[config.mk]
export PLATFORM = sky130hd
export DESIGN_NAME = absd_device_flat
export DESIGN_NICKNAME = d
export VERILOG_FILES = /design/src/core/absd_pkg.sv /design/src/core/absd_bus_if.sv /design/src/core/absd_device.sv /design/src/flat_wrapper.sv
export SDC_FILE = /design/constraint.sdc
export NUM_CORES = 1
export LEC_CHECK = 0
export BUFFER_PORTS_ARGS = -buffer_cell sky130_fd_sc_hd__buf_4
export CAP_MARGIN = 5
export CELL_PAD_IN_SITES_DETAIL_PLACEMENT = 1
export CELL_PAD_IN_SITES_GLOBAL_PLACEMENT = 1
export CORE_MARGIN = 8
export CORE_UTILIZATION = 36
export CTS_CLUSTER_SIZE = 14
export DETAILED_ROUTE_END_ITERATION = 8
export PLACE_DENSITY_LB_ADDON = 0.1
export SYNTH_ARGS = -nofsm -noshare
export SYNTH_HDL_FRONTEND = slang
export SYNTH_SLANG_ARGS = --single-unit
[constraint.sdc]
create_clock -name i_clk -period 1.71 [get_ports i_clk]
set_clock_uncertainty 0.2 [all_clocks]
set_input_delay 0.2565 -clock i_clk [delete_from_list [all_inputs] [get_ports i_clk]]
set_output_delay 0.2565 -clock i_clk [all_outputs]
set_load 0.02 [all_outputs]
[src/core/absd_pkg.sv]
package absd_pkg;
    // conversion clock: 1 MHz, design clock 125 MHz
    localparam int unsigned ABSD_CLK_MHZ = 125;
    localparam int unsigned ABSD_CONV_MHZ = 1;
    // delay from request to decoder enable, in microseconds
    localparam int unsigned ABSD_DELAY_US = 2;
    // conversion clock edges that make up the delay
    localparam logic [1:0] ABSD_DELAY_EDGES = 2'(ABSD_DELAY_US * ABSD_CONV_MHZ);
    // conversion clock divider in the controller end
    localparam int unsigned ABSD_CONV_HALF = ABSD_CLK_MHZ / (2 * ABSD_CONV_MHZ);
    localparam logic [6:0] ABSD_CONV_HALF_M1 = 7'(ABSD_CONV_HALF - 1);
    // analog assembly select codes
    localparam logic [1:0] ABSD_SEL_RF = 2'h0;
    localparam logic [1:0] ABSD_SEL_FC = 2'h1;
    localparam logic [1:0] ABSD_SEL_IF = 2'h2;
    localparam logic [1:0] ABSD_SEL_LOG = 2'h3;
    // counter load strobes are active high on the second local decoder
    localparam logic [7:0] ABSD_DEC2_HIGH_MASK = 8'h30;
    localparam logic [7:0] ABSD_ALL_HIGH = 8'hff;
    localparam logic [7:0] ABSD_ONE = 8'h01;
endpackage : absd_pkg

[src/core/absd_bus_if.sv]
`timescale 1ns/1ps
interface absd_bus_if;
    logic analog_bus_request;
    logic [1:0] analog_sel;
    logic conversion_clock_1mhz;
    logic local_access;
    logic [3:0] local_addr;
    logic local_bank;
    logic [7:0] addr;
    logic [7:0] data;
    modport device (
        input analog_bus_request, analog_sel, conversion_clock_1mhz,
        input local_access, local_addr, local_bank, addr, data
    );
    modport controller (
        output analog_bus_request, analog_sel, conversion_clock_1mhz,
        output local_access, local_addr, local_bank, addr, data
    );
endinterface : absd_bus_if

[src/core/absd_device.sv]
`timescale 1ns/1ps
// Function
// - decoder enable goes low 1 to 2 us after request
// - delay counted on the 1 MHz conversion clock
// - four strobes: RF, freq-control, IF, log-amp
// - separate qualifier with the freq-control strobe
// - reference selection writes pulse the RF strobe
// - attenuation writes pulse the freq-control strobe
// - reference level writes pulse the IF strobe
// - scale toggle writes pulse the log-amp strobe
// - buffer 8-bit address and data unchanged
// - first local decoder on address bits 1-3
// - second local decoder on bits 0-2, loads high
module absd_device
    import absd_pkg::*;
(
    // clock and reset
    input wire logic i_clk,
    input wire logic i_rst_n,
    // bus side
    absd_bus_if.device bus,
    // analog assembly strobes
    output logic o_rf_assembly_strobe_n,
    output logic o_freq_ctl_strobe_n,
    output logic o_freq_ctl_qualifier_n,
    output logic o_if_assembly_strobe_n,
    output logic o_log_amp_strobe_n,
    output logic o_decoder_enable_n,
    // buffered cable bus
    output logic [7:0] o_cable_addr,
    output logic [7:0] o_cable_data,
    // first local decoder
    output logic o_keypad_scan_strobe_n,
    output logic o_upper_converter_strobe_n,
    output logic o_converter1_strobe_n,
    output logic o_converter2_strobe_n,
    output logic o_converter3_strobe_n,
    output logic o_interval_counter_strobe_n,
    output logic o_sampler_reg1_strobe_n,
    // second local decoder
    output logic o_keypad_sense_strobe_n,
    output logic o_irq_priority_strobe_n,
    output logic o_sampler_data_strobe_n,
    output logic o_converter_data_strobe_n,
    output logic o_count_load0_strobe,
    output logic o_count_load1_strobe,
    output logic o_knob_read_strobe_n,
    output logic o_sampler_reg0_strobe_n
);
    import absd_pkg::*;

    typedef enum logic [2:0] {
        ABSD_D_IDLE = 3'b001,
        ABSD_D_WAIT = 3'b010,
        ABSD_D_ON = 3'b100
    } absd_dst_t;

    // whole device state, registered as one word
    typedef struct packed {
        absd_dst_t st;
        logic conv_meta;
        logic conv_sync;
        logic conv_prev;
        logic [1:0] edges;
        logic [3:0] ana_n;
        logic qual_n;
        logic [7:0] dec1_n;
        logic [7:0] dec2;
        logic [7:0] addr;
        logic [7:0] data;
    } absd_dstate_t;

    absd_dstate_t r;
    absd_dstate_t next_r;
    logic conv_rise;
    logic [3:0] ana_code;
    logic [1:0] edges_inc;
    logic loc1_en;
    logic loc2_en;
    logic [7:0] dec1_hot;
    logic [7:0] dec2_hot;

    // idle levels: every strobe inactive, counter loads low, cable buses cleared
    localparam absd_dstate_t ABSD_D_RESET = '{
        st: ABSD_D_IDLE,
        conv_meta: 1'b0,
        conv_sync: 1'b0,
        conv_prev: 1'b0,
        edges: 2'h0,
        ana_n: 4'hf,
        qual_n: 1'b1,
        dec1_n: ABSD_ALL_HIGH,
        dec2: ~ABSD_DEC2_HIGH_MASK,
        addr: 8'h00,
        data: 8'h00
    };

    // one-hot decode of a 3-bit select, gated by an access
    function automatic logic [7:0] absd_decode(input logic [2:0] code, input logic en);
        absd_decode = 8'h00;
        if (en) begin
            absd_decode = ABSD_ONE << code;
        end
    endfunction : absd_decode

    // one-hot select of the four analog assembly strobes, gated by the decoder enable
    function automatic logic [3:0] absd_ana_decode(input logic [1:0] sel, input logic en);
        absd_ana_decode = 4'h0;
        if (en) begin
            absd_ana_decode = 4'(ABSD_ONE << sel);
        end
    endfunction : absd_ana_decode

    always_comb begin
        next_r = r;
        // two-flop sync keeps the conversion clock edge detector off the first stage
        next_r.conv_meta = bus.conversion_clock_1mhz;
        next_r.conv_sync = r.conv_meta;
        next_r.conv_prev = r.conv_sync;
        conv_rise = r.conv_sync & ~r.conv_prev;
        edges_inc = r.edges + 2'h1;
        ana_code = '0;
        unique case (r.st)
            ABSD_D_IDLE: begin
                // counting restarts on every new request
                next_r.edges = '0;
                if (bus.analog_bus_request) begin
                    next_r.st = ABSD_D_WAIT;
                end
            end
            ABSD_D_WAIT: begin
                if (!bus.analog_bus_request) begin
                    next_r.st = ABSD_D_IDLE;
                end else if (conv_rise) begin
                    // a stopped conversion clock never opens the decoder
                    next_r.edges = edges_inc;
                    if (edges_inc == ABSD_DELAY_EDGES) begin
                        next_r.st = ABSD_D_ON;
                    end
                end
            end
            ABSD_D_ON: begin
                // strobe stands until the request drops
                if (!bus.analog_bus_request) begin
                    next_r.st = ABSD_D_IDLE;
                end
            end
        endcase
        // strobes follow the enabled decoder
        ana_code = absd_ana_decode(bus.analog_sel, next_r.st == ABSD_D_ON);
        next_r.ana_n = ~ana_code;
        // qualifier follows the freq-control strobe cycle for cycle
        next_r.qual_n = ~ana_code[ABSD_SEL_FC];
        // cable buffers pass levels straight through, one register of delay
        next_r.addr = bus.addr;
        next_r.data = bus.data;
        // banks share the access strobe so only one decoder fires
        loc1_en = bus.local_access & ~bus.local_bank;
        loc2_en = bus.local_access & bus.local_bank;
        // first decoder reads bits 3..1, bit 0 matters to the second bank only
        dec1_hot = absd_decode(bus.local_addr[3:1], loc1_en);
        dec2_hot = absd_decode(bus.local_addr[2:0], loc2_en);
        next_r.dec1_n = ~dec1_hot;
        // counter loads keep their active-high sense, the rest are inverted
        next_r.dec2 = dec2_hot ^ ~ABSD_DEC2_HIGH_MASK;
    end

    // asynchronous clear to the idle levels above
    always_ff @(posedge i_clk or negedge i_rst_n) begin
        if (!i_rst_n) begin
            r <= ABSD_D_RESET;
        end else begin
            r <= next_r;
        end
    end

    // analog assembly strobes and their enable, all from registered state
    assign o_decoder_enable_n = ~(r.st == ABSD_D_ON);
    assign o_rf_assembly_strobe_n = r.ana_n[ABSD_SEL_RF];
    assign o_freq_ctl_strobe_n = r.ana_n[ABSD_SEL_FC];
    assign o_if_assembly_strobe_n = r.ana_n[ABSD_SEL_IF];
    assign o_log_amp_strobe_n = r.ana_n[ABSD_SEL_LOG];
    assign o_freq_ctl_qualifier_n = r.qual_n;

    // cable buffers
    assign o_cable_addr = r.addr;
    assign o_cable_data = r.data;

    // first local decoder, active low
    assign o_keypad_scan_strobe_n = r.dec1_n[0];
    assign o_upper_converter_strobe_n = r.dec1_n[1];
    assign o_converter1_strobe_n = r.dec1_n[2];
    assign o_converter2_strobe_n = r.dec1_n[3];
    assign o_converter3_strobe_n = r.dec1_n[4];
    // code 5 of the first decoder is unused and has no pin
    assign o_interval_counter_strobe_n = r.dec1_n[6];
    assign o_sampler_reg1_strobe_n = r.dec1_n[7];

    // second local decoder, counter loads active high
    assign o_keypad_sense_strobe_n = r.dec2[0];
    assign o_irq_priority_strobe_n = r.dec2[1];
    assign o_sampler_data_strobe_n = r.dec2[2];
    assign o_converter_data_strobe_n = r.dec2[3];
    assign o_count_load0_strobe = r.dec2[4];
    assign o_count_load1_strobe = r.dec2[5];
    assign o_knob_read_strobe_n = r.dec2[6];
    assign o_sampler_reg0_strobe_n = r.dec2[7];
endmodule : absd_device

[src/flat_wrapper.sv]
// flat-port wrapper written by rule: the top's interface ports become plain ports
module absd_device_flat import absd_pkg::*;
  (i_clk, i_rst_n, o_rf_assembly_strobe_n, o_freq_ctl_strobe_n, o_freq_ctl_qualifier_n, o_if_assembly_strobe_n, o_log_amp_strobe_n, o_decoder_enable_n, o_cable_addr, o_cable_data, o_keypad_scan_strobe_n, o_upper_converter_strobe_n, o_converter1_strobe_n, o_converter2_strobe_n, o_converter3_strobe_n, o_interval_counter_strobe_n, o_sampler_reg1_strobe_n, o_keypad_sense_strobe_n, o_irq_priority_strobe_n, o_sampler_data_strobe_n, o_converter_data_strobe_n, o_count_load0_strobe, o_count_load1_strobe, o_knob_read_strobe_n, o_sampler_reg0_strobe_n, bus_analog_bus_request, bus_analog_sel, bus_conversion_clock_1mhz, bus_local_access, bus_local_addr, bus_local_bank, bus_addr, bus_data);
  absd_bus_if bus_i ();
  input wire logic i_clk;
  input wire logic i_rst_n;
  output logic o_rf_assembly_strobe_n;
  output logic o_freq_ctl_strobe_n;
  output logic o_freq_ctl_qualifier_n;
  output logic o_if_assembly_strobe_n;
  output logic o_log_amp_strobe_n;
  output logic o_decoder_enable_n;
  output logic [7:0] o_cable_addr;
  output logic [7:0] o_cable_data;
  output logic o_keypad_scan_strobe_n;
  output logic o_upper_converter_strobe_n;
  output logic o_converter1_strobe_n;
  output logic o_converter2_strobe_n;
  output logic o_converter3_strobe_n;
  output logic o_interval_counter_strobe_n;
  output logic o_sampler_reg1_strobe_n;
  output logic o_keypad_sense_strobe_n;
  output logic o_irq_priority_strobe_n;
  output logic o_sampler_data_strobe_n;
  output logic o_converter_data_strobe_n;
  output logic o_count_load0_strobe;
  output logic o_count_load1_strobe;
  output logic o_knob_read_strobe_n;
  output logic o_sampler_reg0_strobe_n;
  input wire logic [$bits(bus_i.analog_bus_request)-1:0] bus_analog_bus_request;
  input wire logic [$bits(bus_i.analog_sel)-1:0] bus_analog_sel;
  input wire logic [$bits(bus_i.conversion_clock_1mhz)-1:0] bus_conversion_clock_1mhz;
  input wire logic [$bits(bus_i.local_access)-1:0] bus_local_access;
  input wire logic [$bits(bus_i.local_addr)-1:0] bus_local_addr;
  input wire logic [$bits(bus_i.local_bank)-1:0] bus_local_bank;
  input wire logic [$bits(bus_i.addr)-1:0] bus_addr;
  input wire logic [$bits(bus_i.data)-1:0] bus_data;
  assign bus_i.analog_bus_request = bus_analog_bus_request;
  assign bus_i.analog_sel = bus_analog_sel;
  assign bus_i.conversion_clock_1mhz = bus_conversion_clock_1mhz;
  assign bus_i.local_access = bus_local_access;
  assign bus_i.local_addr = bus_local_addr;
  assign bus_i.local_bank = bus_local_bank;
  assign bus_i.addr = bus_addr;
  assign bus_i.data = bus_data;
  absd_device u_core (.i_clk(i_clk), .i_rst_n(i_rst_n), .bus(bus_i), .o_rf_assembly_strobe_n(o_rf_assembly_strobe_n), .o_freq_ctl_strobe_n(o_freq_ctl_strobe_n), .o_freq_ctl_qualifier_n(o_freq_ctl_qualifier_n), .o_if_assembly_strobe_n(o_if_assembly_strobe_n), .o_log_amp_strobe_n(o_log_amp_strobe_n), .o_decoder_enable_n(o_decoder_enable_n), .o_cable_addr(o_cable_addr), .o_cable_data(o_cable_data), .o_keypad_scan_strobe_n(o_keypad_scan_strobe_n), .o_upper_converter_strobe_n(o_upper_converter_strobe_n), .o_converter1_strobe_n(o_converter1_strobe_n), .o_converter2_strobe_n(o_converter2_strobe_n), .o_converter3_strobe_n(o_converter3_strobe_n), .o_interval_counter_strobe_n(o_interval_counter_strobe_n), .o_sampler_reg1_strobe_n(o_sampler_reg1_strobe_n), .o_keypad_sense_strobe_n(o_keypad_sense_strobe_n), .o_irq_priority_strobe_n(o_irq_priority_strobe_n), .o_sampler_data_strobe_n(o_sampler_data_strobe_n), .o_converter_data_strobe_n(o_converter_data_strobe_n), .o_count_load0_strobe(o_count_load0_strobe), .o_count_load1_strobe(o_count_load1_strobe), .o_knob_read_strobe_n(o_knob_read_strobe_n), .o_sampler_reg0_strobe_n(o_sampler_reg0_strobe_n));
endmodule
==> impl_metrics.csv, run 1 <==
group,metric,value,unit
sta,worst_pin_slew,0.525,ns
critical_path,crit_arrival,1.63,ns
clock_network,clkTransAtPathRegs,0.07,ns
die,start_util,0.367,
grt,grt_overflow_total,0,
yosys,syn_avg_cell_area,12.9,um^2
yosys,ys_seq_area_frac,0.698,
clock_network,cts.sinks,43,
min_path,hold_class,"in -> reg",
yosys,synth.most_common_cell,"dfrtp_1",
drt,antenna_left,0,
die,row_count,24,
critical_path,r2r-start,"u_core.r[44]",
drt,via_per_inst,4.50,
critical_path,critPathTopFamily,"buffers and inverters",
grt,grt_pass1_wl,5.97,mm
clock_network,cts_max_level,2,
sta,setup-violations-final,0,
critical_path,worstPathCellList,"dlygate4sd3_1 > buf_4 > or3b_1 > o21ai_2 > nand3b_1",
yosys,synth.cell_area,1570,um^2
min_path,min_from,"bus_local_bank",
die,die-height,82.1,um
drt,drtIter0Drc,33,
sta,setup_ws,0.0872,ns
layout,syn_to_final_growth,50.8,%
yosys,synth_flop_cell,"dfrtp_1",
sta,slew_violations,0,
layout,fin_area,2370,um^2
yosys,postSynthNetCount,151,
sta,hold_viol_final,0,
critical_path,worstSetupEndpointType,"flop",
placed_design,port_buffers,64,
placed_design,place_area,1980,um^2
yosys,netlist.area_leader.share,0.397,
critical_path,cp_slowest_cell,"dlygate4sd3_1",
placed_design,hpwlAfterDp,2.70,mm
yosys,yosys.area.top_type,"dfrtp_1",
yosys,synth_seq_cells,43,
critical_path,cp.required,1.72,ns
clock_network,cts_tree,"built",
critical_path,worstSetupPathType,"in -> reg",
grt,grt_pass1_vias,1275,
critical_path,critPathBufInv,2,
critical_path,slowest_delay,0.53,ns
clock_network,cts_resized,0,
sta,fmax,616,MHz
status,status,"finished clean",
critical_path,crit_path_start_kind,"input port",
critical_path,crit_fanout,7,
layout,final_nets,231,
pwr,p_leak,0.00109,uW
yosys,synth_commonest_cells,"dfrtp_1 (25), buf_4 (18), dfstp_2 (18)",
layout,insertedDiodeCount,0,
layout,layout-drive-gt1-share,0.468,
yosys,async_flop_share,1.00,
drt,wire_per_inst,15.5,um
run,maxCapViolations,0,
drt,dr_total_vias,1147,
grt,grt_use_total,0.118,
yosys,ys_warn_count,0,
clock_network,cts_buffer_depth,2,
grt,antenna_found_initial,0,
pwr,ir_drop,0.428,mV
critical_path,reg2reg_slack,0.23,ns
pwr,power.density,946,nW/um^2
yosys,synth_cell_types,26,
drt,dr.pass1.iters,2,
drt,drc,0,
sta,rsz0062_at_grt,"false",
die,die-area,6740,um^2
drt,wirelength,3.94,mm
sta,period_share,0.949,
yosys,synthTopCellsByArea,"dfrtp_1 (40%), dfstp_2 (30%), buf_4 (8.6%), nand2_1 (3.6%), nand3_1 (2.9%)",
sta,fin_setup_tns,0,ns
sta,maxSlewHeadroom,0.650,
placed_design,place_ws,0.250,ns
clock_network,cts_made_buffers,5,
yosys,synth-edff-count,0,
clock_network,insertion_delay,0.29,ns
die,chipWidth,82.1,um
die,core,4290,um^2
placed_design,globalplace.congestion,0.729,
yosys,synthCells,122,
sta,period_minus_slack,1.62,ns
grt,grt_max_degree,44,
die,io_pins,65,
clock_network,cts-root-buf,"clkbuf_8",
critical_path,critPathLaunch,"bus_analog_bus_request",
layout by cell type (no fill, tap or decap):
cell type,Yosys,final
buf_4,18,66
dlygate4sd3_1,0,26
dfrtp_1,25,25
dfstp_2,18,18
nand2_1,15,15
nor2_1,9,9
nand3_1,9,9
clkbuf_8,0,6
nor2b_1,4,4
and3b_1,3,3
inv_1,2,2
a21oi_1,2,2
nand3b_1,2,2
or2_2,1,1
nand4b_1,1,1
o21ai_0,1,1
or3b_1,1,1
nand4bb_1,1,1
o21ai_2,1,1
a21o_1,1,1
nor3b_1,1,1
and3_1,1,1
nor4b_1,1,1
a211o_2,1,1
o211ai_1,1,1
a211o_1,1,1
ha_1,1,1
bufinv_16,0,1
clkinv_2,0,1
cell type report:
cell class	instances	area, um^2
well taps	52	65.1
clock buffers	6	82.6
repair buffers	92	756
multi-input cells	58	329
flip-flops and latches	43	1100
clock inverters	2	35.0
inverters	2	7.51
fillers	450	1920
what timing repair did:
item                                    CTS  global route
hold buffers                             26             0
endpoints found under the hold margin    54             0
buffers inserted                          0             2
endpoints found under the setup margin    0             1
through the flow:
stage	hold WS, ns	util	instances	total power (uW)
2_1_floorplan	-0.239	-	122	1280
3_3_place_gp	0.0652	0.461	219	1390
3_5_place_dp	0.0779	0.461	219	1400
4_1_cts	0.0178	0.549	253	2260
5_1_grt	0.0187	0.553	255	2360
6_report	0.0225	0.553	255	2240
state kept, by name, indices dropped and copies added (netlist names), 2 cells and up:
signal               count
u_core.o_cable_addr      8
u_core.next_r            2
u_core.r                 6
u_core.o_cable_data      8
power by group:
group          internal (uW)  total [uW]  switching (uW)  leakage [uW]
sequential              1080        1110            34.3      0.000490
clock                    472         808             336     0.0000612
combinational            169         325             156      0.000537
total                   1720        2240             526       0.00109
worst reg2reg max path, cell delays in order, from the launching register on:
cell	delay [ns]
dfrtp_1	0.46
or3b_1	0.40
o21ai_2	0.22
nand3b_1	0.12
kinds of logic (layout without fill, tap and decap cells):
| group | Yosys count | after routing | share of synthesized area |
|---|---|---|---|
| adder cells (fa/ha/maj) | 1 | 1 | 0.00795 |
| AND/OR/NAND/NOR | 49 | 49 | 0.165 |
| buffers and inverters | 21 | 102 | 0.0930 |
| flip-flops | 43 | 43 | 0.698 |
| AO/OA/AOI/OAI | 8 | 8 | 0.0366 |
path summary, 6_finish.rpt:
path	end	cells past startpoint
max	u_core.o_if_assembly_strobe_n	5
min	u_core.o_keypad_scan_strobe_n	3
max reg2reg	u_core.o_if_assembly_strobe_n	3
min reg2reg	u_core.next_r[39]	0
max in group asynchronous	u_core.o_knob_read_strobe_n	2
min in group asynchronous	u_core.o_cable_addr[5]	2
routing by layer:
metal,routed length [um],share of wire,track usage
met1,1610,0.41,0.129
met2,1900,0.48,0.196
met3,373,0.095,0.0552
met4,57,0.014,0.0421
met5,0,0,0
Power figures use the tool's default switching activity.
==> run 2: changes to the inputs <==
ABC_AREA = 1   (was not set)
CORE_UTILIZATION = 35   (was 36)
==> run 2 against run 1 <==
Compared with the run above: sequential power barely moved; first-iteration DRC count rose by 12%; non-clock buffer count fell by 2; synthesized cell count rose by 15%; utilization fell by 0.88 points; largest power group unchanged; highest routed layer unchanged.
==> impl_metrics.csv, run 2 <==
group,metric,value,unit
die,die-area,6950,um^2
clock_network,clkTransAtPathRegs,0.09,ns
die,chipWidth,83.4,um
critical_path,crit_arrival,1.70,ns
drt,wirelength,4.05,mm
sta,slew_violations,0,
pwr,ir_drop,0.432,mV
yosys,synth.most_common_cell,"dfrtp_1",
yosys,synth_cell_types,19,
yosys,synthTopCellsByArea,"dfrtp_1 (39%), dfstp_2 (30%), buf_4 (8.0%), nand2_1 (5.7%), nand3_1 (3.8%)",
sta,setup_ws,0.0483,ns
critical_path,crit_fanout,8,
layout,utilization,0.544,
clock_network,cts.sinks,43,
grt,use_met1,0.137,
die,row_count,24,
placed_design,place_ws,0.401,ns
sta,rsz0062_at_grt,"false",
die,io_pins,65,
sta,setup-violations-final,0,
placed_design,hpwlAfterDp,2.87,mm
clock_network,cts_made_buffers,5,
grt,antenna_found_initial,0,
critical_path,worstSetupPathType,"in -> reg",
yosys,synth-edff-count,0,
drt,dr_total_vias,1179,
yosys,synthCells,140,
pwr,power.density,991,nW/um^2
placed_design,port_buffers,64,
yosys,postSynthNetCount,169,
yosys,yosys.area.top_type,"dfrtp_1",
grt,grtUsageMet3,0.0605,
grt,grt_util_met2,0.201,
clock_network,cts_max_level,2,
clock_network,cts-root-buf,"clkbuf_8",
critical_path,crit_path_start_kind,"input port",
yosys,ys_seq_area_frac,0.691,
die,start_util,0.365,
yosys,synth_flop_cell,"dfrtp_1",
drt,drc,0,
yosys,syn_avg_cell_area,11.4,um^2
sta,worst_pin_slew,0.526,ns
layout,layout-drive-gt1-share,0.438,
clock_network,cts_buffer_depth,2,
layout,final_nets,247,
yosys,async_flop_share,1.00,
status,status,"finished clean",
grt,grt_overflow_total,0,
drt,dr.pass1.iters,4,
drt,drtIter0Drc,37,
placed_design,globalplace.congestion,0.765,
grt,grt_pass1_wl,6.93,mm
clock_network,cts_tree,"built",
yosys,synth_seq_cells,43,
placed_design,dp.cells,237,
sta,maxSlewHeadroom,0.650,
grt,grt_pass1_vias,1380,
drt,wire_per_inst,14.9,um
grt,grt_max_degree,44,
yosys,synth.cell_area,1590,um^2
sta,fmax,602,MHz
layout,fin_cells,271,
grt,top_usage_layer,"met2",
layout,insertedDiodeCount,0,
pwr,p_leak,0.00114,uW
critical_path,cp.required,1.75,ns
layout,layout_common_cells,"buf_4 (64), dlygate4sd3_1 (26), dfrtp_1 (25)",
sta,hold_viol_final,0,
sta,fin_setup_tns,0,ns
yosys,ys_warn_count,0,
critical_path,worstSetupEndpointType,"flop",
yosys,netlist.area_leader.share,0.394,
layout,syn_to_final_growth,49.1,%
layout,final_common_cell,"buf_4",
sta,period_minus_slack,1.66,ns
drt,antenna_left,0,
yosys,synth_commonest_cells,"dfrtp_1 (25), nand2_1 (24), dfstp_2 (18)",
die,die-height,83.4,um
die,core,4350,um^2
grt,grt_use_total,0.122,
drt,via_per_inst,4.35,
sta,period_share,0.972,
run,maxCapViolations,0,
min_path,hold_class,"in -> reg",
clock_network,insertion_delay,0.30,ns
run 2: changes by cell type after synthesis, sizes merged, moves of 3 or more:
cell | previous run | this run
nand3 | 9 | 13
inv | 2 | 17
and3b | 3 | 0
nor3 | 0 | 3
nor2b | 4 | 0
nand2 | 15 | 25
nor2 | 9 | 13
run 2: layout make-up:
cell class / instances / area [um^2]
well taps: 52 / 65.1
clock inverters: 3 / 43.8
multi-input cells: 61 / 288
fillers: 467 / 1990
flip-flops and latches: 43 / 1100
inverters: 17 / 63.8
clock buffers: 5 / 68.8
repair buffers: 90 / 741
run 2: final timing paths:
check                                                 end              start  cells after the start  slack, ns
hold reg to reg                         u_core.next_r[39]  u_core.next_r[40]                      0       0.16
min in group asynchronous                    u_core.r[43]            i_rst_n                      2       0.28
hold / removal             u_core.o_sampler_reg1_strobe_n     bus_local_bank                      3       0.02
setup / recovery              u_core.o_count_load0_strobe  bus_local_addr[1]                      4       0.05
setup reg to reg                             u_core.r[44]       u_core.r[38]                      8       0.38
max in group asynchronous       u_core.o_log_amp_strobe_n            i_rst_n                      2       0.65
run 2: cells by family after synthesis:
family / Yosys count / share of synthesized area
AND/OR/NAND/NOR: 57 / 0.157
flip-flops: 43 / 0.691
buffers and inverters: 36 / 0.131
AO/OA/AOI/OAI: 3 / 0.0126
adder cells (fa/ha/maj): 1 / 0.00787
run 2: repair_timing:
| action | 4_1_cts | 5_1_grt |
|---|---|---|
| endpoints found under the hold margin | 56 | 0 |
| setup endpoints to repair | 0 | 1 |
| setup buffers | 0 | 0 |
| gates resized for setup | 0 | 1 |
| hold buffers | 26 | 0 |
run 2: critical path, stage by stage:
cell           delay [ns]
dlygate4sd3_1        0.54
buf_4                0.16
nor3_2               0.17
dlygate4sd3_1        0.57
run 2: metal layers:
metal	up-vias	part of all wire
met4	0	0.0089
met1	562	0.40
li1	570	-
met3	6	0.084
met5	-	0
met2	41	0.51
run 2: stage by stage:
stage / hold slack, ns / area, um^2 / total power, uW
after floorplan: -0.239 / 1590 / 1390
after global placement: 0.0672 / 1990 / 1510
after detailed placement: 0.0837 / 1990 / 1540
after CTS: 0.0115 / 2360 / 2380
after global routing: 0.00990 / 2370 / 2480
final: 0.0184 / 2370 / 2350
run 2: where the power goes:
group / switching [uW] / leakage (uW) / internal [uW] / total, uW
Clock: 352 / 0.0000581 / 435 / 787
Sequential: 42.4 / 0.000490 / 1100 / 1140
Combinational: 239 / 0.000589 / 184 / 423
